$ cat src/shared/spc_pkg.sv
// Package for the serial port pin control block: offsets, fields, reset values
`default_nettype none
package spc_pkg;
  localparam logic [3:0] PIN_CONTROL_OFS = 4'h0;
  localparam logic [3:0] SERIAL_CTRL_OFS = 4'h4;
  localparam logic [3:0] PIN_GPIO_OFS = 4'h8;
  // Pin control field positions
  localparam int RX_CLK_POL_BIT = 0;
  localparam int TX_CLK_POL_BIT = 1;
  localparam int RX_SYNC_POL_BIT = 2;
  localparam int TX_SYNC_POL_BIT = 3;
  localparam int RX_DATA_LVL_BIT = 4;
  localparam int TX_DATA_LVL_BIT = 5;
  localparam int EXT_CLK_LVL_BIT = 6;
  localparam int RSVD7_BIT = 7;
  localparam int RX_CLK_MODE_BIT = 8;
  localparam int TX_CLK_MODE_BIT = 9;
  localparam int RX_GPIO_EN_BIT = 12;
  localparam int TX_GPIO_EN_BIT = 13;
  // Writable bits of the pin control register
  localparam logic [31:0] PIN_CONTROL_WMASK = 32'h0000_3f2f;
  localparam logic [31:0] PIN_CONTROL_RESET = 32'h0000_0000;
  // Serial port control fields: receiver reset_n, transmitter reset_n, loopback
  localparam int RX_ENABLE_BIT = 0;
  localparam int TX_ENABLE_BIT = 1;
  localparam int LOOPBACK_BIT = 2;
  localparam logic [2:0] SERIAL_CTRL_RESET = 3'h0;
  localparam logic [1:0] RESP_OKAY = 2'h0;
  localparam logic [1:0] RESP_SLVERR = 2'h2;
endpackage : spc_pkg
`default_nettype wire

$ cat src/design/spc_pin_control.sv
// Serial port pin control: clock routing, polarity and pin GPIO behind AXI4-Lite
//
// The AXI4-Lite interface to the registers and the address map were left to the implementer.
`default_nettype none
// Contract
// [RULE1] No loopback: rx clock mode 0 pin is input, 1 pin driven by generator.
// [RULE2] Loopback, rx mode 0: receive clock from transmit clock, rx pin tristated.
// [RULE3] Loopback, rx mode 1: rx clock pin drives the transmit clock.
// [RULE4] Bit 7 reads zero, writes ignored; software writes zero.
// [RULE5] Bit 6 reads sampled external clock pin level in receive GPIO mode.
// [RULE6] Bit 5 sets transmit data pin level in transmit GPIO mode.
// [RULE7] Bit 4 reads sampled receive data pin level in receive GPIO mode.
// [RULE8] Bit 3 transmit sync polarity: 0 active high, 1 active low.
// [RULE9] Bit 2 receive sync polarity: 0 active high, 1 active low.
// [RULE10] Bit 1 transmit clock polarity: 1 inverts the transmit clock.
// [RULE11] Bit 0 receive clock polarity: 0 falling edge sample, 1 rising.
// [RULE12] Receive GPIO mode only under receiver reset; pins become inputs.
// [RULE13] Transmit GPIO mode only under transmitter reset; data pin is output.
// [RULE14] Tx clock mode 0 pin input from outside, 1 driven by generator.
// [RULE15] Polarity applied on pin side so internal signals are active high.
module spc_pin_control (
  input wire logic aclk,
  input wire logic aresetn,
  input wire logic [3:0] s_axi_awaddr,
  input wire logic s_axi_awvalid,
  output logic s_axi_awready,
  input wire logic [31:0] s_axi_wdata,
  input wire logic [3:0] s_axi_wstrb,
  input wire logic s_axi_wvalid,
  output logic s_axi_wready,
  output logic [1:0] s_axi_bresp,
  output logic s_axi_bvalid,
  input wire logic s_axi_bready,
  input wire logic [3:0] s_axi_araddr,
  input wire logic s_axi_arvalid,
  output logic s_axi_arready,
  output logic [31:0] s_axi_rdata,
  output logic [1:0] s_axi_rresp,
  output logic s_axi_rvalid,
  input wire logic s_axi_rready,
  input wire logic gen_clock,
  input wire logic int_tx_sync,
  input wire logic int_tx_data,
  output logic int_rx_clock,
  output logic int_rx_sync,
  output logic int_tx_clock,
  output logic int_rx_data,
  input wire logic tx_clock_pin_i,
  output logic tx_clock_pin_o,
  output logic tx_clock_pin_oe_n,
  input wire logic rx_clock_pin_i,
  output logic rx_clock_pin_o,
  output logic rx_clock_pin_oe_n,
  input wire logic rx_sync_pin,
  output logic tx_sync_pin,
  output logic tx_data_pin,
  input wire logic rx_data_pin,
  input wire logic ext_source_clock_pin
);
  import spc_pkg::*;

  // ==========================================================
  // Input synchronisers
  logic [4:0] sync1_q;
  logic [4:0] sync2_q;
  always_ff @(posedge aclk) begin
    if (!aresetn) begin
      sync1_q <= 5'h00;
      sync2_q <= 5'h00;
    end else begin
      sync1_q <= {ext_source_clock_pin, rx_data_pin, rx_sync_pin, rx_clock_pin_i,
                  tx_clock_pin_i};
      sync2_q <= sync1_q;
    end
  end
  logic tx_clk_in, rx_clk_in, rx_sync_in, rx_data_in, ext_clk_in;
  assign {ext_clk_in, rx_data_in, rx_sync_in, rx_clk_in, tx_clk_in} = sync2_q;

  // ==========================================================
  // Registers
  logic [31:0] pin_control_q;
  logic [2:0] serial_ctrl_q;
  logic rx_gpio, tx_gpio, loopback;
  assign loopback = serial_ctrl_q[LOOPBACK_BIT];
  assign rx_gpio = pin_control_q[RX_GPIO_EN_BIT] && !serial_ctrl_q[RX_ENABLE_BIT]; // [RULE12]
  assign tx_gpio = pin_control_q[TX_GPIO_EN_BIT] && !serial_ctrl_q[TX_ENABLE_BIT]; // [RULE13]

  function automatic logic [31:0] merge(input logic [31:0] old, input logic [31:0] nw,
                                        input logic [3:0] strb);
    logic [31:0] r;
    r = old;
    for (int i = 0; i < 4; i++) begin
      if (strb[i]) begin
        r[i*8 +: 8] = nw[i*8 +: 8];
      end
    end
    return r;
  endfunction : merge

  // ==========================================================
  // AXI4-Lite write channel
  logic aw_held_q, w_held_q;
  logic [3:0] awaddr_q;
  logic [31:0] wdata_q;
  logic [3:0] wstrb_q;
  logic do_write;
  assign do_write = aw_held_q && w_held_q && !s_axi_bvalid;
  always_ff @(posedge aclk) begin
    if (!aresetn) begin
      aw_held_q <= 1'b0;
      w_held_q <= 1'b0;
      awaddr_q <= 4'h0;
      wdata_q <= 32'h0000_0000;
      wstrb_q <= 4'h0;
      s_axi_awready <= 1'b0;
      s_axi_wready <= 1'b0;
      s_axi_bvalid <= 1'b0;
      s_axi_bresp <= RESP_OKAY;
    end else begin
      s_axi_awready <= !aw_held_q && !s_axi_awready && s_axi_awvalid;
      s_axi_wready <= !w_held_q && !s_axi_wready && s_axi_wvalid;
      if (s_axi_awready && s_axi_awvalid) begin
        aw_held_q <= 1'b1;
        awaddr_q <= s_axi_awaddr;
      end
      if (s_axi_wready && s_axi_wvalid) begin
        w_held_q <= 1'b1;
        wdata_q <= s_axi_wdata;
        wstrb_q <= s_axi_wstrb;
      end
      if (do_write) begin
        aw_held_q <= 1'b0;
        w_held_q <= 1'b0;
        s_axi_bvalid <= 1'b1;
        s_axi_bresp <= (awaddr_q == PIN_CONTROL_OFS || awaddr_q == SERIAL_CTRL_OFS ||
                        awaddr_q == PIN_GPIO_OFS) ? RESP_OKAY : RESP_SLVERR;
      end else if (s_axi_bvalid && s_axi_bready) begin
        s_axi_bvalid <= 1'b0;
      end
    end
  end

  // Read-only bits and bit 7 never stored; bits 4 and 6 read live pin levels in receive GPIO mode, else zero, bit 7 reads zero
  always_ff @(posedge aclk) begin
    if (!aresetn) begin
      pin_control_q <= PIN_CONTROL_RESET;
      serial_ctrl_q <= SERIAL_CTRL_RESET;
    end else if (do_write && awaddr_q == PIN_CONTROL_OFS) begin
      pin_control_q <= merge(pin_control_q, wdata_q, wstrb_q) & PIN_CONTROL_WMASK; // [RULE4]
    end else if (do_write && awaddr_q == SERIAL_CTRL_OFS && wstrb_q[0]) begin
      serial_ctrl_q <= wdata_q[2:0];
    end
  end

  // ==========================================================
  // AXI4-Lite read channel
  logic [31:0] pin_status;
  always_comb begin
    pin_status = pin_control_q;
    pin_status[RSVD7_BIT] = 1'b0; // [RULE4]
    pin_status[EXT_CLK_LVL_BIT] = rx_gpio ? ext_clk_in : 1'b0; // [RULE5]
    pin_status[RX_DATA_LVL_BIT] = rx_gpio ? rx_data_in : 1'b0; // [RULE7]
  end
  always_ff @(posedge aclk) begin
    if (!aresetn) begin
      s_axi_arready <= 1'b0;
      s_axi_rvalid <= 1'b0;
      s_axi_rdata <= 32'h0000_0000;
      s_axi_rresp <= RESP_OKAY;
    end else begin
      s_axi_arready <= !s_axi_arready && !s_axi_rvalid && s_axi_arvalid;
      if (s_axi_arready && s_axi_arvalid) begin
        s_axi_rvalid <= 1'b1;
        s_axi_rresp <= RESP_OKAY;
        unique case (s_axi_araddr)
          PIN_CONTROL_OFS: s_axi_rdata <= pin_status;
          SERIAL_CTRL_OFS: s_axi_rdata <= {29'h0000_0000, serial_ctrl_q};
          PIN_GPIO_OFS: s_axi_rdata <= {30'h0000_0000, rx_gpio, tx_gpio};
          default: begin
            s_axi_rdata <= 32'h0000_0000;
            s_axi_rresp <= RESP_SLVERR;
          end
        endcase
      end else if (s_axi_rvalid && s_axi_rready) begin
        s_axi_rvalid <= 1'b0;
      end
    end
  end

  // ==========================================================
  // Clock routing and polarity
  logic tx_clk_src, rx_clk_src;
  // Pin clock modes outside loopback: input from outside when 0, generator when 1
  assign tx_clk_src = pin_control_q[TX_CLK_MODE_BIT] ? gen_clock : tx_clk_in; // [RULE14]
  always_comb begin
    if (loopback) begin
      rx_clk_src = tx_clk_src; // [RULE2] [RULE3]
    end else if (pin_control_q[RX_CLK_MODE_BIT]) begin
      rx_clk_src = gen_clock; // [RULE1]
    end else begin
      rx_clk_src = rx_clk_in; // [RULE1]
    end
  end

  always_ff @(posedge aclk) begin
    if (!aresetn) begin
      tx_clock_pin_o <= 1'b0;
      tx_clock_pin_oe_n <= 1'b1;
      rx_clock_pin_o <= 1'b0;
      rx_clock_pin_oe_n <= 1'b1;
    end else begin
      tx_clock_pin_o <= gen_clock ^ pin_control_q[TX_CLK_POL_BIT]; // [RULE10] [RULE15]
      tx_clock_pin_oe_n <= !pin_control_q[TX_CLK_MODE_BIT] || tx_gpio; // [RULE14]
      rx_clock_pin_o <= rx_clk_src ^ !pin_control_q[RX_CLK_POL_BIT]; // [RULE11] [RULE15]
      // Rx mode 1 drives pin (generator or, in loopback, tx clock) except in receive GPIO mode; mode 0 tristates
      rx_clock_pin_oe_n <= !pin_control_q[RX_CLK_MODE_BIT] || rx_gpio; // [RULE1] [RULE2] [RULE3]
    end
  end

  // Internal clocks normalised so internal logic acts on the rising edge
  always_ff @(posedge aclk) begin
    if (!aresetn) begin
      int_tx_clock <= 1'b0;
      int_rx_clock <= 1'b0;
      int_rx_sync <= 1'b0;
      int_rx_data <= 1'b0;
    end else begin
      int_tx_clock <= tx_clk_src ^ pin_control_q[TX_CLK_POL_BIT]; // [RULE10]
      int_rx_clock <= rx_clk_src ^ !pin_control_q[RX_CLK_POL_BIT]; // [RULE11]
      int_rx_sync <= !rx_gpio && (rx_sync_in ^ pin_control_q[RX_SYNC_POL_BIT]); // [RULE9] [RULE15]
      int_rx_data <= !rx_gpio && rx_data_in; // [RULE12]
    end
  end

  // ==========================================================
  // Transmit pins
  always_ff @(posedge aclk) begin
    if (!aresetn) begin
      tx_sync_pin <= 1'b0;
      tx_data_pin <= 1'b0;
    end else begin
      tx_sync_pin <= int_tx_sync ^ pin_control_q[TX_SYNC_POL_BIT]; // [RULE8] [RULE15]
      tx_data_pin <= tx_gpio ? pin_control_q[TX_DATA_LVL_BIT] : int_tx_data; // [RULE6] [RULE13]
    end
  end
endmodule : spc_pin_control
`default_nettype wire

$ cat config.mk
export PLATFORM = sky130hd
export DESIGN_NAME = spc_pin_control
export DESIGN_NICKNAME = d
export VERILOG_FILES = /design/src/shared/spc_pkg.sv /design/src/design/spc_pin_control.sv
export SDC_FILE = /design/constraint.sdc
export NUM_CORES = 1
export LEC_CHECK = 0
export ABC_AREA = 1
export BUFFER_PORTS_ARGS = -buffer_cell sky130_fd_sc_hd__buf_2
export CAP_MARGIN = 10
export CORE_MARGIN = 2
export CORE_UTILIZATION = 48
export DETAILED_ROUTE_END_ITERATION = 12
export GPL_TIMING_DRIVEN = 0
export PLACE_DENSITY = 0.87
export SLEW_MARGIN = 20
export SYNTH_ARGS = -nofsm -noshare
export SYNTH_HDL_FRONTEND = slang
export SYNTH_SLANG_ARGS = --single-unit
$ cat constraint.sdc
create_clock -name aclk -period 1.55 [get_ports aclk]
set_clock_uncertainty 0.2 [all_clocks]
set_input_delay 0.0775 -clock aclk [delete_from_list [all_inputs] [get_ports aclk]]
set_output_delay 0.0775 -clock aclk [all_outputs]
set_load 0.01 [all_outputs]
## Word-level counts from Yosys, hierarchy flattened

Index checks and enable logic that the tools add are counted.

| storage, ports and cells | value |
|---|---|
| bits in registers | 96 |
| bits in latches | 0 |
| bits in writable memories | 0 |
| bits in read-only memories | 0 |
| bits of input ports | 59 |
| output and inout port bits | 51 |
| word-level logic and storage cells | 97 |
| memories | 0 |

| operators by class | value |
|---|---|
| $add $sub $neg | 0 |
| multipliers | 0 |
| divide/modulo/power cells | 0 |
| order comparisons | 0 |
| eq/ne operators | 4 |
| shifts and indexed selects | 0 |
| mux-type cells | 13 |
| bitwise gates (word level) | 7 |
| reduce and logical (&&, ||, !) cells | 46 |

Operators with widths:

| cell | number |
|---|---|
| case mux 14 bit (3 select lines) | 1 |
| logical AND 1 bit | 20 |
| logical NOT 1 bit | 13 |
| two-way mux 1 bit | 10 |
| == test 4 x 3 -> 1 bit (second input constant) | 2 |
| == test 4 bit (second input constant) | 2 |
| logical NOT 4 bit | 2 |
| AND reduction 2 bit | 3 |
| XOR 1 bit | 5 |
| logical OR 1 bit | 4 |
| two-way mux 2 bit | 2 |
| nonzero test 2 bit | 2 |
| OR reduction 3 bit | 1 |
| NOT 1 bit | 2 |
| OR reduction 2 bit | 1 |

## Logic depth before layout (Yosys ltp)

| depth | value |
|---|---|
| depth after elaboration | 5 |
| depth in mapped cells | 7 |

## Worst setup path before layout

OpenSTA, ideal clock, no wires.

| timing | value |
|---|---|
| path kind | flip-flop to flip-flop |
| start | register s_axi_bvalid |
| end | register serial_ctrl_q[0] |
| library setup time | 0.113 ns |
| arrival | 0.922 ns |
| data required time | 1.237 ns |
| path slack | 0.316 ns |
| stages on the path, launching flop included | 7 |
| path buffers | 0 |
| clock period less this slack | 1.234 ns |
| cell sequence | dfxtp_1 > inv_1 > nand3_4 > nor3_4 > nand2_1 > nand2_1 > nor2_1 |

| on the way | value |
|---|---|
| word-level cells in the longest chain between the ends | 5 |
| elaborated cells between the ends (all ways) | 7 |
| classes of those cells | 1 x bitwise; 6 x reduce/logical |

Ends and longest elaborated chain:

| what | RTL line | text |
|---|---|---|
| from (decl) | spc_pin_control.sv:32 | `output logic s_axi_bvalid,` |
| from (signal assigned) | spc_pin_control.sv:117 | `s_axi_bvalid <= 1'b0;` |
| from (signal assigned) | spc_pin_control.sv:134 | `s_axi_bvalid <= 1'b1;` |
| from (signal assigned) | spc_pin_control.sv:138 | `s_axi_bvalid <= 1'b0;` |
| logical NOT 1 bit (*) | spc_pin_control.sv:107 | `assign do_write = aw_held_q && w_held_q && !s_axi_bvalid;` |
| logical AND 1 bit (*) | spc_pin_control.sv:107 |  |
| logical AND 1 bit, on equally long branches | spc_pin_control.sv:150, spc_pin_control.sv:148 |  |
| logical AND 1 bit / NOT 1 bit (equally long branches) | n/a |  |
| AND reduction 2 bit (no line) (*) | n/a |  |
| to (signal assigned) | spc_pin_control.sv:151 | `serial_ctrl_q <= wdata_q[2:0];` |
| to (decl) | spc_pin_control.sv:82 | `logic [2:0] serial_ctrl_q;` |

Mark *: on every way between the ends. The rest lies on a longest branch, timed or not.
A chain may end at the register's enable or synchronous reset.

## Worst setup path in the final report

| timing | value |
|---|---|
| start | input port s_axi_araddr[2] |
| end | register s_axi_rresp[1] |

| on the way | value |
|---|---|
| word-level cells in the longest chain between the ends | 3 |
| elaborated cells between the ends (all ways) | 5 |
| classes of those cells | 2 x eq/ne; 1 x mux; 2 x reduce/logical |

Ends and longest elaborated chain:

| what | RTL line | text |
|---|---|---|
| from (decl) | spc_pin_control.sv:34 | `input wire logic [3:0] s_axi_araddr,` |
| == test 4 bit (tied with other cells) | spc_pin_control.sv:175 | `unique case (s_axi_araddr)` |
| OR reduction 3 bit (no line) (*) | n/a |  |
| two-way mux 2 bit (*) | spc_pin_control.sv:175 |  |
| to (signal assigned) | spc_pin_control.sv:169 | `s_axi_rresp <= RESP_OKAY;` |
| to (signal assigned) | spc_pin_control.sv:174 | `s_axi_rresp <= RESP_OKAY;` |
| to (signal assigned) | spc_pin_control.sv:181 | `s_axi_rresp <= RESP_SLVERR;` |
| to (decl) | spc_pin_control.sv:38 | `output logic [1:0] s_axi_rresp,` |

Marks and branches as above.

==> run summary <==
Run status: finished, final reports clean
Pin count of the biggest net entering global routing: 13
DP Worst Slack: 165.7 ps
# clock sinks: 72
Multi-input logic area: 1072 um^2
Rows: 27
Layout cell share with drive strength beyond 1: 24.24%
Design area: 3821 um^2
FF+latch count, synth: 72
Critical Path Sink: s_axi_rresp[1]
Sequential area share after synthesis: 51.52%
# IOs: 110
RSZ-0062 raised after global routing: false
Total global routing overflow: 0
CTS tree: done
Tmin final: 1505 ps
Vias in the first global route: 2573
Initial DRC count: 106
Core ar.: 5574 um^2
Total GRT Usage: 22.03%
Area growth from synthesis to layout: 36.58%
Setup WS post-layout: 45.38 ps
Crit path max fanout: 4
First-pass GRT wire length: 10730 um
H-tree Lvls: 3
Num CTS Buffers: 9
Final Max Tran Viols: 0
Number of instances in the placed design: 517
Hpwl dp: 4572 um
Synth warn: 0
Worst Setup SP: s_axi_araddr[2]
Cell count after synthesis: 360
Reg2Reg Capture Point: pin_control_q[12]
Antenna violations before repair: 0
Required @ worst endpoint: 1620 ps
Yosys cell types: 22
Reg clk slew, reported paths: 70 ps
Final hold viol count: 0
TNS Setup: 0 ps
Critical R2R Launch: w_held_q
Setup violators final: 0
Filler cells: 450
Clock root buffer: clkbuf_8
Setup bufs post-CTS: 0
Critical Path AT: 1570 ps
Initial core utilization: 50.19%
Wirelength, routed: 6572 um
Final Cycle Share: 97.07%
Hold crit path type: in -> reg
Clock Tree Buf Depth: 2
Worst slew pin tran: 502.5 ps
DR pass1 iterations: 4
Die area: 6455 um^2
Setup CP Type: in -> reg
Fin nets: 549
VDD IR max: 0.9479 mV
Post-synthesis cell area: 2798 um^2
Worst setup SP type: input pin
Worst slew margin: 66.50%
DR DRC count: 0
Die X: 80.35 um
R2R depth: 5
Routability cong.: 0.8667
Vias after detailed routing: 2656
Internal reg-to-reg setup slack: 130 ps
Max_cap viols: 0
Post-DP Area: 3288 um^2
Achievable Freq: 664.6 MHz
Input/output buffers: 65
Pwr dens: 975.4 nW/um^2
Final non-filler cell total: 567
Register area: 1441 um^2
Crit path capture type: register
Mapped Avg Cell Area: 7.771 um^2
Antenna Cells: 0
Worst-Skew Late Latency: 350 ps
Lkg Pwr: 1.817 nW
Post-DR vias/cell: 4.684
Die Y: 80.35 um
Drt wl/cell: 11.59 um
Antenna-violating nets left: 0
worst min path at each step:
stage	startpoint	endpoint	slack [ps]	cells after the start
2_1_floorplan	tx_clock_pin_i	sync1_q[0]	-20	2
3_3_place_gp	rx_data_pin	sync1_q[3]	60	3
3_5_place_dp	rx_sync_pin	sync1_q[2]	70	3
4_1_cts	s_axi_araddr[0]	s_axi_rresp[1]	20	4
5_1_grt	s_axi_araddr[0]	s_axi_rresp[1]	40	4
6_report	s_axi_araddr[0]	s_axi_rresp[1]	40	4
layout make-up:
type / count / area share (%)
buffer: 34 / 6.025
tap: 72 / 2.358
inverter: 35 / 3.504
timing repair buffer: 99 / 17.42
sequential: 72 / 37.72
clock inverter: 6 / 1.572
multi-input combinational: 239 / 28.06
clock buffer: 10 / 3.340
metrics by stage:
step                      power, W  hold slack, ps  utilization [%]
after CTS                 0.003740           16.24            68.46
after floorplan           0.002176          -24.87                -
after global routing      0.003870           42.54            68.55
after detailed placement  0.002284           70.41            58.99
final                     0.003727           35.60            68.55
after global placement    0.002273           62.17            58.99
synthesized netlist by cell type:
library cell   n  area share [%]
inv_1         32             4.3
nor2_1        78              10
and2_1         1            0.22
nand3_1       21             3.8
nand3_4        1            0.63
conb_1         1            0.13
nand2_2        3            0.67
nor2_4         2            0.80
clkinv_2       2            0.36
xnor2_1        3            0.94
buf_2          6             1.1
nor3_4         1            0.58
nand2_1       45             6.0
a31oi_1        2            0.45
clkinv_1       1            0.13
clkbuf_1       4            0.54
o21ai_0       37             6.6
nor3_1         3            0.54
buf_4         24             6.4
dfxtp_1       72              52
nor2_2         1            0.22
a21oi_1       20             3.6
worst max-delay path, stage by stage:
cell	delay, ps
dlygate4sd3_1	530
buf_2	170
nand2_1	60
dlygate4sd3_1	560
a31oi_1	180
power breakdown:
part	switching, W	leakage (nW)	total (W)	internal, W
combinational	0.000191	1.14	0.000383	0.000192
clock	0.000676	0.0920	0.00141	0.000734
sequential	0.0000290	0.587	0.00193	0.00190
total	0.000896	1.82	0.00373	0.00283
cell families (layout without fill, tap and decap cells):
logic type | after synthesis | in the layout | synth area share (%)
AOI/OAI and AO/OA | 59 | 59 | 10.64
xor gates and xnor gates | 3 | 3 | 0.9393
buffers and inverters | 69 | 184 | 12.84
DFF | 72 | 72 | 51.52
other | 1 | 21 | 0.1340
and+or+nand+nor | 156 | 156 | 23.93
registers in the layout (all words and copies together), names as in the netlist, 2 cells and up:
register       flops
serial_ctrl_q      3
s_axi_rdata       13
sync2_q            5
wdata_q           11
wstrb_q            2
sync1_q            5
awaddr_q           4
pin_control_q     11
timing repair:
item                       CTS  global route
hold endpoints to repair    38             0
setup endpoints to repair    0             1
gates resized for setup      0             2
hold buffers                34             0
routing by layer:
| metal | vias to the layer above | global-route usage (%) | wire [um] |
|---|---|---|---|
| met5 | - | 0 | 0 |
| met4 | 0 | 9.831 | 128 |
| met3 | 15 | 8.315 | 424 |
| met2 | 96 | 39.67 | 3381 |
| met1 | 1194 | 22.51 | 2638 |
| li1 | 1351 | - | - |
cells in the final DEF, fill, tap and decap left out:
| cell | n |
|---|---|
| a31oi_1 | 2 |
| nand2_1 | 45 |
| o21ai_0 | 37 |
| nor2_4 | 2 |
| clkbuf_1 | 5 |
| and2_1 | 1 |
| nand3_4 | 1 |
| nand3_1 | 21 |
| bufinv_16 | 1 |
| buf_2 | 69 |
| nor3_1 | 3 |
| clkbuf_8 | 9 |
| conb_1 | 21 |
| clkbuf_4 | 2 |
| inv_1 | 32 |
| clkinv_2 | 5 |
| nor2_1 | 78 |
| dlygate4sd3_1 | 34 |
| xnor2_1 | 3 |
| nand2_2 | 3 |
| buf_4 | 24 |
| a21oi_1 | 20 |
| clkinv_1 | 1 |
| dfxtp_1 | 72 |
| clkinvlp_4 | 2 |
| nor3_4 | 1 |
| nor2_2 | 1 |
No activity file was read; power rests on OpenSTA's default activity.
